## src/rtl/nse_defines.vh

```
// Purpose: constants of the navigation status sentence encoder
// Assumes: 10 MHz i_mclk, byte addresses on the register bus
// Notes: definitions only, no logic
//
// Summary of operation
// - Hex-coded bytes go out as two characters, high nibble first, plus 30h.
// - Deviation sentence 21 carries course value, glideslope value, flag byte.
// - Course deviation is limited to -100..+100, left negative, right positive.
// - Glideslope value is eight-bit signed, two hex characters, after course.
// - Glideslope limited to -100..+100, up negative, down positive.
// - Flag byte bit order: back course, localizer, from, to, gs super/valid, nav.
// - To and from flags are never both set.
// - To and from cleared when over the station or with no signal.
// - Course sentence 22: validity character then three decimal degree digits.
// - Course and radial sentences repeat at 10 Hz from reset, unrequested.
// - Radial sentence 23: validity, three degree digits, one tenths digit.
// - Radial sentence keeps going while on a localizer, marked invalid.
// - Receiver status sentence goes on request and on every status change.
// - Status 28 frequencies: MHz minus 30h, then kHz/25 plus 30h.
// - Status 28 ends with 'N' normal or 'M' monitor.
// - Sentence 35: active then standby frequency, MHz codes 76h..88h or A2h.
// - Sentence 35 then transceiver state R/T/S/F and squelch '0' or '1'.
// - Sentence 36 carries four ASCII version characters.
// - Deviation sentence repeats at 10 Hz from reset.

`ifndef NSE_DEFINES_VH
`define NSE_DEFINES_VH

// ============================================================
// Register byte offsets
`define NSE_REG_CTRL 6'h00
`define NSE_REG_DEV 6'h04
`define NSE_REG_FLAGS 6'h08
`define NSE_REG_COURSE 6'h0c
`define NSE_REG_RADIAL 6'h10
`define NSE_REG_NAVF 6'h14
`define NSE_REG_COMF 6'h18
`define NSE_REG_COMST 6'h1c
`define NSE_REG_VER 6'h20
`define NSE_REG_STAT 6'h24

// ============================================================
// Field positions
`define NSE_CTRL_REQ_NAV 0
`define NSE_CTRL_REQ_COM 1
`define NSE_CTRL_REQ_VER 2
`define NSE_FLG_OVER 8
`define NSE_FLG_NOSIG 9
`define NSE_FLG_FROM 2
`define NSE_FLG_TO 3
`define NSE_FLG_LOC 1
`define NSE_CRS_VALID 15
`define NSE_RAD_VALID 31
`define NSE_NAVF_MON 31
`define NSE_COMST_SQ 2

// ============================================================
// Reset values
`define NSE_RST_ZERO 32'h00000000
`define NSE_RST_NAVF 32'h00446c00
`define NSE_RST_COMF 32'h00007600

// ============================================================
// Pending slots, in priority order (slot 0 wins)
`define NSE_S28 0
`define NSE_S35 1
`define NSE_S36 2
`define NSE_S21 3
`define NSE_S22 4
`define NSE_S23 5
`define NSE_NSLOT 6

// ============================================================
// Timing
`define NSE_CLK_HZ 10000000
`define NSE_PERIOD_MS 100

// ============================================================
// Characters
`define NSE_CH_DOLLAR 8'h24
`define NSE_CH_CLASS 8'h56
`define NSE_CH_VALID 8'h56
`define NSE_CH_ZERO 8'h30
`define NSE_CH_CR 8'h0d
`define NSE_CH_LF 8'h0a
`define NSE_CH_N 8'h4e
`define NSE_CH_M 8'h4d
`define NSE_HEX_OFS 4'h3

`endif

```

## src/rtl/nse_char_sel.v

```verilog
// Purpose: character of the chosen sentence at a given position
// Assumes: i_sel one-hot, positions start at the dollar sign
// Notes: purely combinational, trailer is added by the caller
`timescale 1ns/1ns
`include "nse_defines.vh"

module nse_char_sel (
	input wire [5:0] i_sel,
	input wire [3:0] i_idx,
	input wire [31:0] i_prefix,
	input wire [7:0] i_cdev,
	input wire [7:0] i_gs,
	input wire [7:0] i_flags,
	input wire [8:0] i_course,
	input wire i_course_ok,
	input wire [8:0] i_radial,
	input wire [3:0] i_tenths,
	input wire i_radial_ok,
	input wire [31:0] i_navf,
	input wire [31:0] i_comf,
	input wire [2:0] i_comst,
	input wire [31:0] i_version,
	output reg [7:0] o_char,
	output reg o_last
);

	// ============================================================
	// Helpers
	function [7:0] hexc;
		input [3:0] n;
		begin
			hexc = {`NSE_HEX_OFS, n};
		end
	endfunction

	function [11:0] bcd3;
		input [8:0] v;
		reg [8:0] r;
		reg [8:0] h;
		reg [8:0] t;
		reg [8:0] o;
		begin
			h = v / 9'd100;
			r = v % 9'd100;
			t = r / 9'd10;
			o = r % 9'd10;
			bcd3 = {h[3:0], t[3:0], o[3:0]};
		end
	endfunction

	wire [11:0] crs_bcd = bcd3(i_course);
	wire [11:0] rad_bcd = bcd3(i_radial);
	reg [7:0] id_hi;
	reg [7:0] id_lo;
	reg [7:0] field;
	reg [3:0] last_idx;

	// Identifier, field character and length per sentence
	always @* begin
		id_hi = 8'h32;
		id_lo = 8'h31;
		field = `NSE_CH_ZERO;
		last_idx = 4'hd;
		case (1'b1)
		i_sel[`NSE_S21]: begin
			case (i_idx)
			4'h8: field = hexc(i_cdev[7:4]);
			4'h9: field = hexc(i_cdev[3:0]);
			4'ha: field = hexc(i_gs[7:4]);
			4'hb: field = hexc(i_gs[3:0]);
			4'hc: field = hexc(i_flags[7:4]);
			default: field = hexc(i_flags[3:0]);
			endcase
		end
		i_sel[`NSE_S22]: begin
			id_lo = 8'h32;
			last_idx = 4'hb;
			case (i_idx)
			4'h8: field = i_course_ok ? `NSE_CH_VALID : `NSE_CH_ZERO;
			4'h9: field = hexc(crs_bcd[11:8]);
			4'ha: field = hexc(crs_bcd[7:4]);
			default: field = hexc(crs_bcd[3:0]);
			endcase
		end
		i_sel[`NSE_S23]: begin
			id_lo = 8'h33;
			last_idx = 4'hc;
			case (i_idx)
			4'h8: field = i_radial_ok ? `NSE_CH_VALID : `NSE_CH_ZERO;
			4'h9: field = hexc(rad_bcd[11:8]);
			4'ha: field = hexc(rad_bcd[7:4]);
			4'hb: field = hexc(rad_bcd[3:0]);
			default: field = hexc(i_tenths);
			endcase
		end
		i_sel[`NSE_S28]: begin
			id_lo = 8'h38;
			last_idx = 4'hc;
			case (i_idx)
			4'h8: field = i_navf[7:0] - 8'h30;
			4'h9: field = {2'b00, i_navf[13:8]} + 8'h30;
			4'ha: field = i_navf[23:16] - 8'h30;
			4'hb: field = {2'b00, i_navf[29:24]} + 8'h30;
			default: field = i_navf[`NSE_NAVF_MON] ? `NSE_CH_M : `NSE_CH_N;
			endcase
		end
		i_sel[`NSE_S35]: begin
			id_hi = 8'h33;
			id_lo = 8'h35;
			case (i_idx)
			4'h8: field = i_comf[7:0] - 8'h30;
			4'h9: field = {2'b00, i_comf[13:8]} + 8'h30;
			4'ha: field = i_comf[23:16] - 8'h30;
			4'hb: field = {2'b00, i_comf[29:24]} + 8'h30;
			4'hc: begin
				case (i_comst[1:0])
				2'h0: field = 8'h52;
				2'h1: field = 8'h54;
				2'h2: field = 8'h53;
				default: field = 8'h46;
				endcase
			end
			default: field = i_comst[`NSE_COMST_SQ] ? 8'h31 : 8'h30;
			endcase
		end
		default: begin
			id_hi = 8'h33;
			id_lo = 8'h36;
			last_idx = 4'hb;
			case (i_idx)
			4'h8: field = i_version[31:24];
			4'h9: field = i_version[23:16];
			4'ha: field = i_version[15:8];
			default: field = i_version[7:0];
			endcase
		end
		endcase
	end

	// Frame head common to all sentences
	always @* begin
		o_last = (i_idx == last_idx);
		case (i_idx)
		4'h0: o_char = `NSE_CH_DOLLAR;
		4'h1: o_char = i_prefix[31:24];
		4'h2: o_char = i_prefix[23:16];
		4'h3: o_char = i_prefix[15:8];
		4'h4: o_char = i_prefix[7:0];
		4'h5: o_char = `NSE_CH_CLASS;
		4'h6: o_char = id_hi;
		4'h7: o_char = id_lo;
		default: o_char = field;
		endcase
	end

endmodule

```

## src/rtl/nse_encoder.v

```verilog
// Purpose: sentence encoder top, register slave and byte stream source
// Assumes: UART outside takes bytes on valid and ready
// Notes: fields are read live while a sentence is sent
`timescale 1ns/1ns
`include "nse_defines.vh"

module nse_encoder #(
	// Arbitrary maker prefix, four ASCII characters
	parameter [31:0] P_PREFIX = 32'h50585a59,
	parameter [23:0] P_TICK_CYCLES =
		`NSE_CLK_HZ / 1000 * `NSE_PERIOD_MS
) (
	input wire i_mclk,
	input wire i_rst_n,
	input wire i_ce,
	input wire [5:0] i_avs_address,
	input wire i_avs_read,
	input wire i_avs_write,
	input wire [31:0] i_avs_writedata,
	input wire [3:0] i_avs_byteenable,
	output reg [31:0] o_avs_readdata,
	output reg o_avs_waitrequest,
	output reg [7:0] o_tx_data,
	output reg o_tx_valid,
	input wire i_tx_ready
);

	// ============================================================
	// States
	// IDLE picks a slot, BODY walks head and fields,
	// TAIL sends the checksum and the line end
	localparam [2:0] ST_IDLE = 3'b001;
	localparam [2:0] ST_BODY = 3'b010;
	localparam [2:0] ST_TAIL = 3'b100;

	// ============================================================
	// Registers
	// Host-written fields, read live by the sender, so a write
	// during a sentence may show in its later characters
	reg [15:0] dev;
	reg [9:0] flags_raw;
	reg [15:0] course;
	reg [31:0] radial;
	reg [31:0] navf;
	reg [31:0] comf;
	reg [2:0] comst;
	reg [31:0] version;
	reg [5:0] pending;
	reg [23:0] tick_cnt;
	reg [2:0] state;
	reg [3:0] idx;
	reg [1:0] tidx;
	reg [5:0] sel;
	reg [7:0] cksum;

	wire [7:0] cur_char;
	wire cur_last;

	// ============================================================
	// Field conditioning
	// Signed clamp to -100..+100; the raw word still reads back
	// unchanged, so software sees what it wrote
	function [7:0] clamp100;
		input [7:0] v;
		begin
			if (!v[7] && v > 8'h64)
				clamp100 = 8'h64;
			else if (v[7] && v < 8'h9c)
				clamp100 = 8'h9c;
			else
				clamp100 = v;
		end
	endfunction

	// Byte-lane merge of a write into the old word
	function [31:0] merge;
		input [31:0] old;
		input [31:0] wd;
		input [3:0] be;
		reg [31:0] m;
		begin
			m = {{8{be[3]}}, {8{be[2]}}, {8{be[1]}}, {8{be[0]}}};
			merge = (old & ~m) | (wd & m);
		end
	endfunction

	wire [7:0] cdev_lim = clamp100(dev[7:0]);
	wire [7:0] gs_lim = clamp100(dev[15:8]);

	// Direction flags dropped over the station or without signal
	// Both set at once is treated as neither, never passed on
	wire dir_kill = flags_raw[`NSE_FLG_OVER] | flags_raw[`NSE_FLG_NOSIG] |
		(flags_raw[`NSE_FLG_TO] & flags_raw[`NSE_FLG_FROM]);
	wire [7:0] flags_out = {flags_raw[7:4],
		flags_raw[`NSE_FLG_TO] & ~dir_kill,
		flags_raw[`NSE_FLG_FROM] & ~dir_kill,
		flags_raw[1:0]};

	// Out-of-range degrees are reported invalid rather than wrapped
	// A localizer in use always marks the radial invalid
	wire course_ok = course[`NSE_CRS_VALID] & (course[8:0] < 9'd360);
	wire radial_ok = radial[`NSE_RAD_VALID] & (radial[8:0] < 9'd360) &
		(radial[19:16] < 4'ha) &
		~flags_raw[`NSE_FLG_LOC];

	// ============================================================
	// Character source
	// Values are conditioned here, the layout lives in the selector
	nse_char_sel u_char (
		.i_sel(sel),
		.i_idx(idx),
		.i_prefix(P_PREFIX),
		.i_cdev(cdev_lim),
		.i_gs(gs_lim),
		.i_flags(flags_out),
		.i_course(course[8:0]),
		.i_course_ok(course_ok),
		.i_radial(radial[8:0]),
		.i_tenths(radial[19:16]),
		.i_radial_ok(radial_ok),
		.i_navf(navf),
		.i_comf(comf),
		.i_comst(comst),
		.i_version(version),
		.o_char(cur_char),
		.o_last(cur_last)
	);

	// ============================================================
	// Bus decode
	// Every access takes two cycles: a wait cycle, then the accept
	// edge; costs throughput but keeps readdata registered
	wire bus_req = i_avs_read | i_avs_write;
	wire bus_take = bus_req & ~o_avs_waitrequest;
	wire wr_take = bus_take & i_avs_write;
	wire [31:0] wd = i_avs_writedata;
	wire [3:0] be = i_avs_byteenable;
	wire wr_ctrl = wr_take & (i_avs_address == `NSE_REG_CTRL);
	wire wr_navf = wr_take & (i_avs_address == `NSE_REG_NAVF);
	wire [31:0] navf_new = merge(navf, wd, be);

	// Merged write words, cut back to each register's width
	// on purpose; the upper lanes have no storage behind them
	wire [31:0] dev_wide = merge({16'h0000, dev}, wd, be);
	wire [31:0] flags_wide = merge({22'h000000, flags_raw}, wd, be);
	wire [31:0] course_wide = merge({16'h0000, course}, wd, be);
	wire [15:0] next_dev = dev_wide[15:0];
	wire [9:0] next_flags = flags_wide[9:0];
	wire [15:0] next_course = course_wide[15:0];

	reg [31:0] next_rdata;

	// Read multiplexer, unmapped words read zero
	// Sampled in the wait cycle, so readdata comes from a flop
	always @* begin
		case (i_avs_address)
		`NSE_REG_DEV: next_rdata = {16'h0000, dev};
		`NSE_REG_FLAGS: next_rdata = {22'h000000, flags_raw};
		`NSE_REG_COURSE: next_rdata = {16'h0000, course};
		`NSE_REG_RADIAL: next_rdata = radial;
		`NSE_REG_NAVF: next_rdata = navf;
		`NSE_REG_COMF: next_rdata = comf;
		`NSE_REG_COMST: next_rdata = {29'h00000000, comst};
		`NSE_REG_VER: next_rdata = version;
		`NSE_REG_STAT:
			next_rdata = {23'h000000, state != ST_IDLE, 2'b00, pending};
		default: next_rdata = `NSE_RST_ZERO;
		endcase
	end

	// One wait cycle per access, then a one-cycle accept
	// A request dropped early just lets waitrequest return high
	always @(posedge i_mclk) begin
		if (!i_rst_n) begin
			o_avs_waitrequest <= 1'b1;
			o_avs_readdata <= `NSE_RST_ZERO;
		end else if (i_ce) begin
			if (bus_req && o_avs_waitrequest) begin
				o_avs_waitrequest <= 1'b0;
				o_avs_readdata <= next_rdata;
			end else begin
				o_avs_waitrequest <= 1'b1;
			end
		end
	end

	// Writable registers
	// CTRL is write-only, its bits only raise pending slots
	always @(posedge i_mclk) begin
		if (!i_rst_n) begin
			dev <= 16'h0000;
			flags_raw <= 10'h000;
			course <= 16'h0000;
			radial <= `NSE_RST_ZERO;
			navf <= `NSE_RST_NAVF;
			comf <= `NSE_RST_COMF;
			comst <= 3'b000;
			version <= 32'h30303030;
		end else if (i_ce && wr_take) begin
			case (i_avs_address)
			`NSE_REG_DEV: dev <= next_dev;
			`NSE_REG_FLAGS: flags_raw <= next_flags;
			`NSE_REG_COURSE: course <= next_course;
			`NSE_REG_RADIAL: radial <= merge(radial, wd, be);
			`NSE_REG_NAVF: navf <= navf_new;
			`NSE_REG_COMF: comf <= merge(comf, wd, be);
			`NSE_REG_COMST: comst <= wd[2:0];
			`NSE_REG_VER: version <= merge(version, wd, be);
			// Unmapped offsets change nothing
			default: comst <= comst;
			endcase
		end
	end

	// ============================================================
	// Periodic tick
	wire tick = (tick_cnt == P_TICK_CYCLES - 24'h000001);

	// 10 Hz timer, free running from reset
	// Never held back by a backlog, so the period stays exact
	always @(posedge i_mclk) begin
		if (!i_rst_n)
			tick_cnt <= 24'h000000;
		else if (i_ce)
			tick_cnt <= tick ? 24'h000000 : tick_cnt + 24'h000001;
	end

	// ============================================================
	// Pending sentences
	wire [5:0] set_req;
	wire [5:0] grant;
	wire [5:0] clr_req;
	wire nav_changed = wr_navf & (navf_new != navf);

	assign set_req[`NSE_S28] = (wr_ctrl & wd[`NSE_CTRL_REQ_NAV]) |
		nav_changed;
	assign set_req[`NSE_S35] = wr_ctrl & wd[`NSE_CTRL_REQ_COM];
	assign set_req[`NSE_S36] = wr_ctrl & wd[`NSE_CTRL_REQ_VER];
	// A tick on a slot still pending merges into one sentence
	assign set_req[`NSE_S21] = tick;
	assign set_req[`NSE_S22] = tick;
	assign set_req[`NSE_S23] = tick;

	// Fixed priority pick, lowest slot first
	assign grant = pending & (~pending + 6'h01);
	// Waiting for the last line feed to drain leaves two idle
	// cycles between sentences, so the host sees every new start
	wire start = (state == ST_IDLE) & ~o_tx_valid &
		(pending != 6'h00);
	assign clr_req = start ? grant : 6'h00;

	genvar g;
	generate
		for (g = 0; g < `NSE_NSLOT; g = g + 1) begin : g_pend
			// A new request in the grant cycle stays pending
			always @(posedge i_mclk) begin
				if (!i_rst_n)
					pending[g] <= 1'b0;
				else if (i_ce) begin
					if (set_req[g])
						pending[g] <= 1'b1;
					else if (clr_req[g])
						pending[g] <= 1'b0;
				end
			end
		end
	endgenerate

	// ============================================================
	// Sender
	// A character may be replaced in the cycle it is taken, so the
	// stream runs one character per cycle while the sink keeps up
	wire slot_free = ~o_tx_valid | i_tx_ready;
	reg [7:0] tail_char;

	// Checksum then line end
	// Checksum covers every character after the dollar sign
	always @* begin
		case (tidx)
		2'h0: tail_char = {`NSE_HEX_OFS, cksum[7:4]};
		2'h1: tail_char = {`NSE_HEX_OFS, cksum[3:0]};
		2'h2: tail_char = `NSE_CH_CR;
		default: tail_char = `NSE_CH_LF;
		endcase
	end

	// One sentence at a time, never interleaved
	always @(posedge i_mclk) begin
		if (!i_rst_n) begin
			state <= ST_IDLE;
			idx <= 4'h0;
			tidx <= 2'h0;
			sel <= 6'h00;
			cksum <= 8'h00;
			o_tx_data <= 8'h00;
			o_tx_valid <= 1'b0;
		end else if (i_ce) begin
			case (state)
			ST_IDLE: begin
				// Drain the line feed, then pick the next slot
				if (o_tx_valid && i_tx_ready)
					o_tx_valid <= 1'b0;
				if (start) begin
					sel <= grant;
					idx <= 4'h0;
					cksum <= 8'h00;
					state <= ST_BODY;
				end
			end
			ST_BODY: begin
				// Head and fields, one character per free slot
				if (slot_free) begin
					o_tx_data <= cur_char;
					o_tx_valid <= 1'b1;
					if (idx != 4'h0)
						cksum <= cksum ^ cur_char;
					if (cur_last) begin
						tidx <= 2'h0;
						state <= ST_TAIL;
					end else begin
						idx <= idx + 4'h1;
					end
				end
			end
			ST_TAIL: begin
				// Checksum pair, CR, then LF
				if (slot_free) begin
					o_tx_data <= tail_char;
					o_tx_valid <= 1'b1;
					tidx <= tidx + 2'h1;
					if (tidx == 2'h3)
						state <= ST_IDLE;
				end
			end
			default: state <= ST_IDLE;
			endcase
		end
	end

endmodule

```

## config.mk

```make
export PLATFORM = sky130hd
export DESIGN_NAME = nse_encoder
export DESIGN_NICKNAME = d
export VERILOG_FILES = /design/src/rtl/nse_char_sel.v /design/src/rtl/nse_encoder.v
export VERILOG_INCLUDE_DIRS = /design/src /design/src/rtl
export SDC_FILE = /design/constraint.sdc
export NUM_CORES = 1
export LEC_CHECK = 0
export ABC_AREA = 1
export BUFFER_PORTS_ARGS = -buffer_cell sky130_fd_sc_hd__buf_2
export CAP_MARGIN = 20
export CORE_MARGIN = 5
export CORE_UTILIZATION = 38
export DETAILED_ROUTE_END_ITERATION = 8
export SYNTH_ARGS = -nofsm -noshare
export SYNTH_HDL_FRONTEND = slang
export SYNTH_SLANG_ARGS = --single-unit
```

## constraint.sdc

```tcl
create_clock -name i_mclk -period 4.7 [get_ports i_mclk]
set_clock_uncertainty 0.15 [all_clocks]
set_input_delay 0 -clock i_mclk [delete_from_list [all_inputs] [get_ports i_mclk]]
set_output_delay 0 -clock i_mclk [all_outputs]
set_load 0.005 [all_outputs]
```

==> flow_summary_export.csv <==
group,metric,value,unit
status,status,"completed",
timing,finalHoldViolCount,0,
min_path,whs_path_depth,4,
timing,layout_setup_ws,395,ps
critical_path,end_kind,"flip-flop",
critical_path,cpMaxStageDelayCell,"dfxtp_2",
detailed_routing,vias_per_cell,5.82,
min_path,hold_class,"input pin to flip-flop",
synthesis,synth_warnings,0,
timing,fin_hold_ws,68.3,ps
min_path,hold_start,"i_avs_writedata[26]",
clocking,clk_pin_slew,60,ps
global_routing,grt_max_degree,86,
placed_design,post-place-cells,2728,
timing,setup_violations,0,
timing,layout_min_cycle_time,4310,ps
timing,tightest_slew,1180,ps
detailed_routing,wl,62.6,mm
synthesis,synth_nets,2238,
final_layout,drive_above_1_share,12.6,%
critical_path,worstPathRequired,5070,ps
job,drv_cap,0,
final_layout,fill_cells,4024,
global_routing,grt_overflow,0,
placed_design,hpwl,46.7,mm
floorplanning,start_util,38.6,%
clocking,tritoncts,"done",
clocking,clk_latency,610,ps
critical_path,r2r-end,"o_tx_data[1]$_SDFFE_PN0P_",
placed_design,gp_congestion,1.04,
final_layout,area_delta_synth_final,18.7,%
final_layout,final_cells,2842,
timing,fmax,0.232,GHz
critical_path,cp_max_fo,6,
floorplanning,fp-row-count,72,
floorplanning,io_pins,90,
critical_path,start_kind,"flip-flop",
floorplanning,die_h,209,um
synthesis,synth_top_family_by_area,"compound AO/OA/AOI/OAI gates",
synthesis,synth-seq-cells,267,
final_layout,post-route-cell-area,17800,sq um
floorplanning,dieArea,43600,sq um
detailed_routing,drtIter0Drc,1908,
critical_path,crit_type,"flip-flop to flip-flop",
clocking,numCtsBuffers,31,
critical_path,crit_family,"simple AND/OR/NAND/NOR gates",
timing,rsz0062_at_grt,"no",
pwr,max-vdd-ir-drop,0.000294,V
detailed_routing,num_vias,16600,
timing,fin_crit_sh,91.6,%
critical_path,worst_path_largest_cell_delay,350,ps
synthesis,synth_compound_area_share,27.1,%
pwr,p_leak,6.85,nW
synthesis,synth.mux.area_fraction,0,%
critical_path,rr_worst_depth,40,
critical_path,crit_arrival,4670,ps
placed_design,portBuffers,89,
synthesis,netlist_area,15000,sq um
critical_path,r2r_slack,390,ps
synthesis,synth_cell_types,59,
global_routing,grt_pass1_wl,94.5,mm
detailed_routing,ant_nets,0,
placed_design,postPlaceCellArea,16100,sq um
final_layout,nNetsFinal,2365,
synthesis,synth_xor_area_share,1.17,%
floorplanning,fp.dieW,209,um
final_layout,fin_util,45.9,%
critical_path,crit_path_frequent_cell,"nand2_1",
placed_design,dp_slack,360,ps
detailed_routing,first_pass_iters,8,
global_routing,grt_pass1_vias,15600,
synthesis,synth_ff_type,"dfxtp_1",
floorplanning,core_area,38800,sq um
synthesis,post_synth.cell_area_avg,6.90,sq um
clocking,clockBufferDepth,3,
synthesis,syn_inst,2173,
synthesis,synth_simple_gate_area_share,25.0,%
global_routing,antenna_found_initial,1,
final_layout,antennaDiodeCount,0,
synthesis,synthAdderAreaFrac,1.42,%
synthesis,synth_edf_count,0,
critical_path,critPathBufInv,3,
timing,finalMaxSlewViolations,0,
clocking,cts_htree_levels,1,
detailed_routing,drc,0,
detailed_routing,wire_per_inst,22.0,um
synthesis,synth_async_sr_flop_share,0,%
pwr,p_per_area,301,nW/um^2
clocking,clkSinkCount,267,
timing,max_slew_margin,20.2,%
clocking,clock-root-buffer,"clkbuf_16",
synthesis,ys_seq_area_share,35.6,%
timing,setup_tns,0,ps
pwr,total_power,5.36,mW
global_routing,grt_usage,27.5,%
==> worst max-delay path by stage <==
| stage | from | to | slack, ps | cells after the start |
|---|---|---|---|---|
| 2_1_floorplan | flip-flop | o_tx_data[3]$_SDFFE_PN0P_ | 1100 | 38 |
| 3_3_place_gp | flip-flop | o_tx_data[3]$_SDFFE_PN0P_ | 400 | 41 |
| 3_5_place_dp | flip-flop | o_tx_data[3]$_SDFFE_PN0P_ | 360 | 41 |
| 4_1_cts | flip-flop | o_tx_data[3]$_SDFFE_PN0P_ | 350 | 41 |
| 5_1_grt | flip-flop | cksum[3]$_SDFFE_PN0P_ | 2 | 42 |
| 6_report | flip-flop | o_tx_data[1]$_SDFFE_PN0P_ | 390 | 40 |
==> cell type report <==
cell class	count	area, sq um	area share, %
inverters	301	1130	6.37
well taps	518	648	3.64
clock inverters	17	287	1.61
flip-flops and latches	267	5350	30.1
multi-input cells	1519	8210	46.1
repair buffers	180	1290	7.25
clock buffers	40	880	4.94
==> what timing repair did <==
item,CTS,global route
endpoints found under the setup margin,0,7
setup buffers,0,0
endpoints found under the hold margin,222,0
hold buffers,57,0
resized for setup,0,7
==> per-layer routing <==
layer	track usage, %	part of all wire (%)
met1	35.3	40
met2	43.0	44
met3	4.72	8.8
met4	16.9	7.8
met5	0	0.030
==> where the power goes <==
part | switching [mW] | internal [mW] | leakage [nW] | total (mW)
sequential | 0.00667 | 2.27 | 2.15 | 2.28
combinational | 0.209 | 0.0889 | 4.13 | 0.298
clock | 1.07 | 1.71 | 0.568 | 2.78
total | 1.29 | 4.07 | 6.85 | 5.36
==> worst register-to-register path, delay by kind of cell (launching register included) <==
family / cells / cell delay [ps]
adders and majority gates: 1 / 170
buffers and inverters: 3 / 260
DFF: 1 / 350
AOI/OAI and AO/OA: 4 / 540
and+or+nand+nor: 32 / 2800
==> cells in the mapped netlist (21+ instances only) <==
library cell,count,share of area (%)
a211oi_1,39,2.0
a21oi_1,204,6.8
a221oi_1,54,3.2
clkbuf_1,78,2.0
dfxtp_1,267,36
inv_1,265,6.6
inv_2,22,0.55
nand2_1,413,10
nand2_2,32,1.3
nand3_1,92,3.1
nand4_1,23,0.96
nor2_1,175,4.4
nor3_1,28,0.93
o2111ai_1,21,1.2
o211ai_1,33,1.7
o21ai_0,183,6.1
o22ai_1,41,1.7
==> layout by cell type, fill, tap and decap left out, types with 21 or more instances in the layout <==
master / instances
inv_1: 263
o22ai_1: 41
o2111ai_1: 21
o21ai_0: 183
nand3_1: 92
nand2_1: 412
nor2_1: 173
a221oi_1: 54
o211ai_1: 33
dfxtp_1: 264
clkbuf_16: 31
dlygate4sd3_1: 57
inv_2: 23
nor3_1: 27
buf_2: 89
buf_4: 33
a211oi_1: 39
a21oi_1: 204
nand4_1: 23
nand2_2: 33
==> kinds of logic (layout without fill, tap and decap cells) <==
logic type | Yosys count | in the layout
compound gates | 659 | 659
simple gates | 823 | 823
buf+inv | 387 | 538
xor+xnor | 20 | 20
fa+ha+maj | 17 | 17
flops | 267 | 267
No activity file was read; power rests on OpenSTA's default activity.
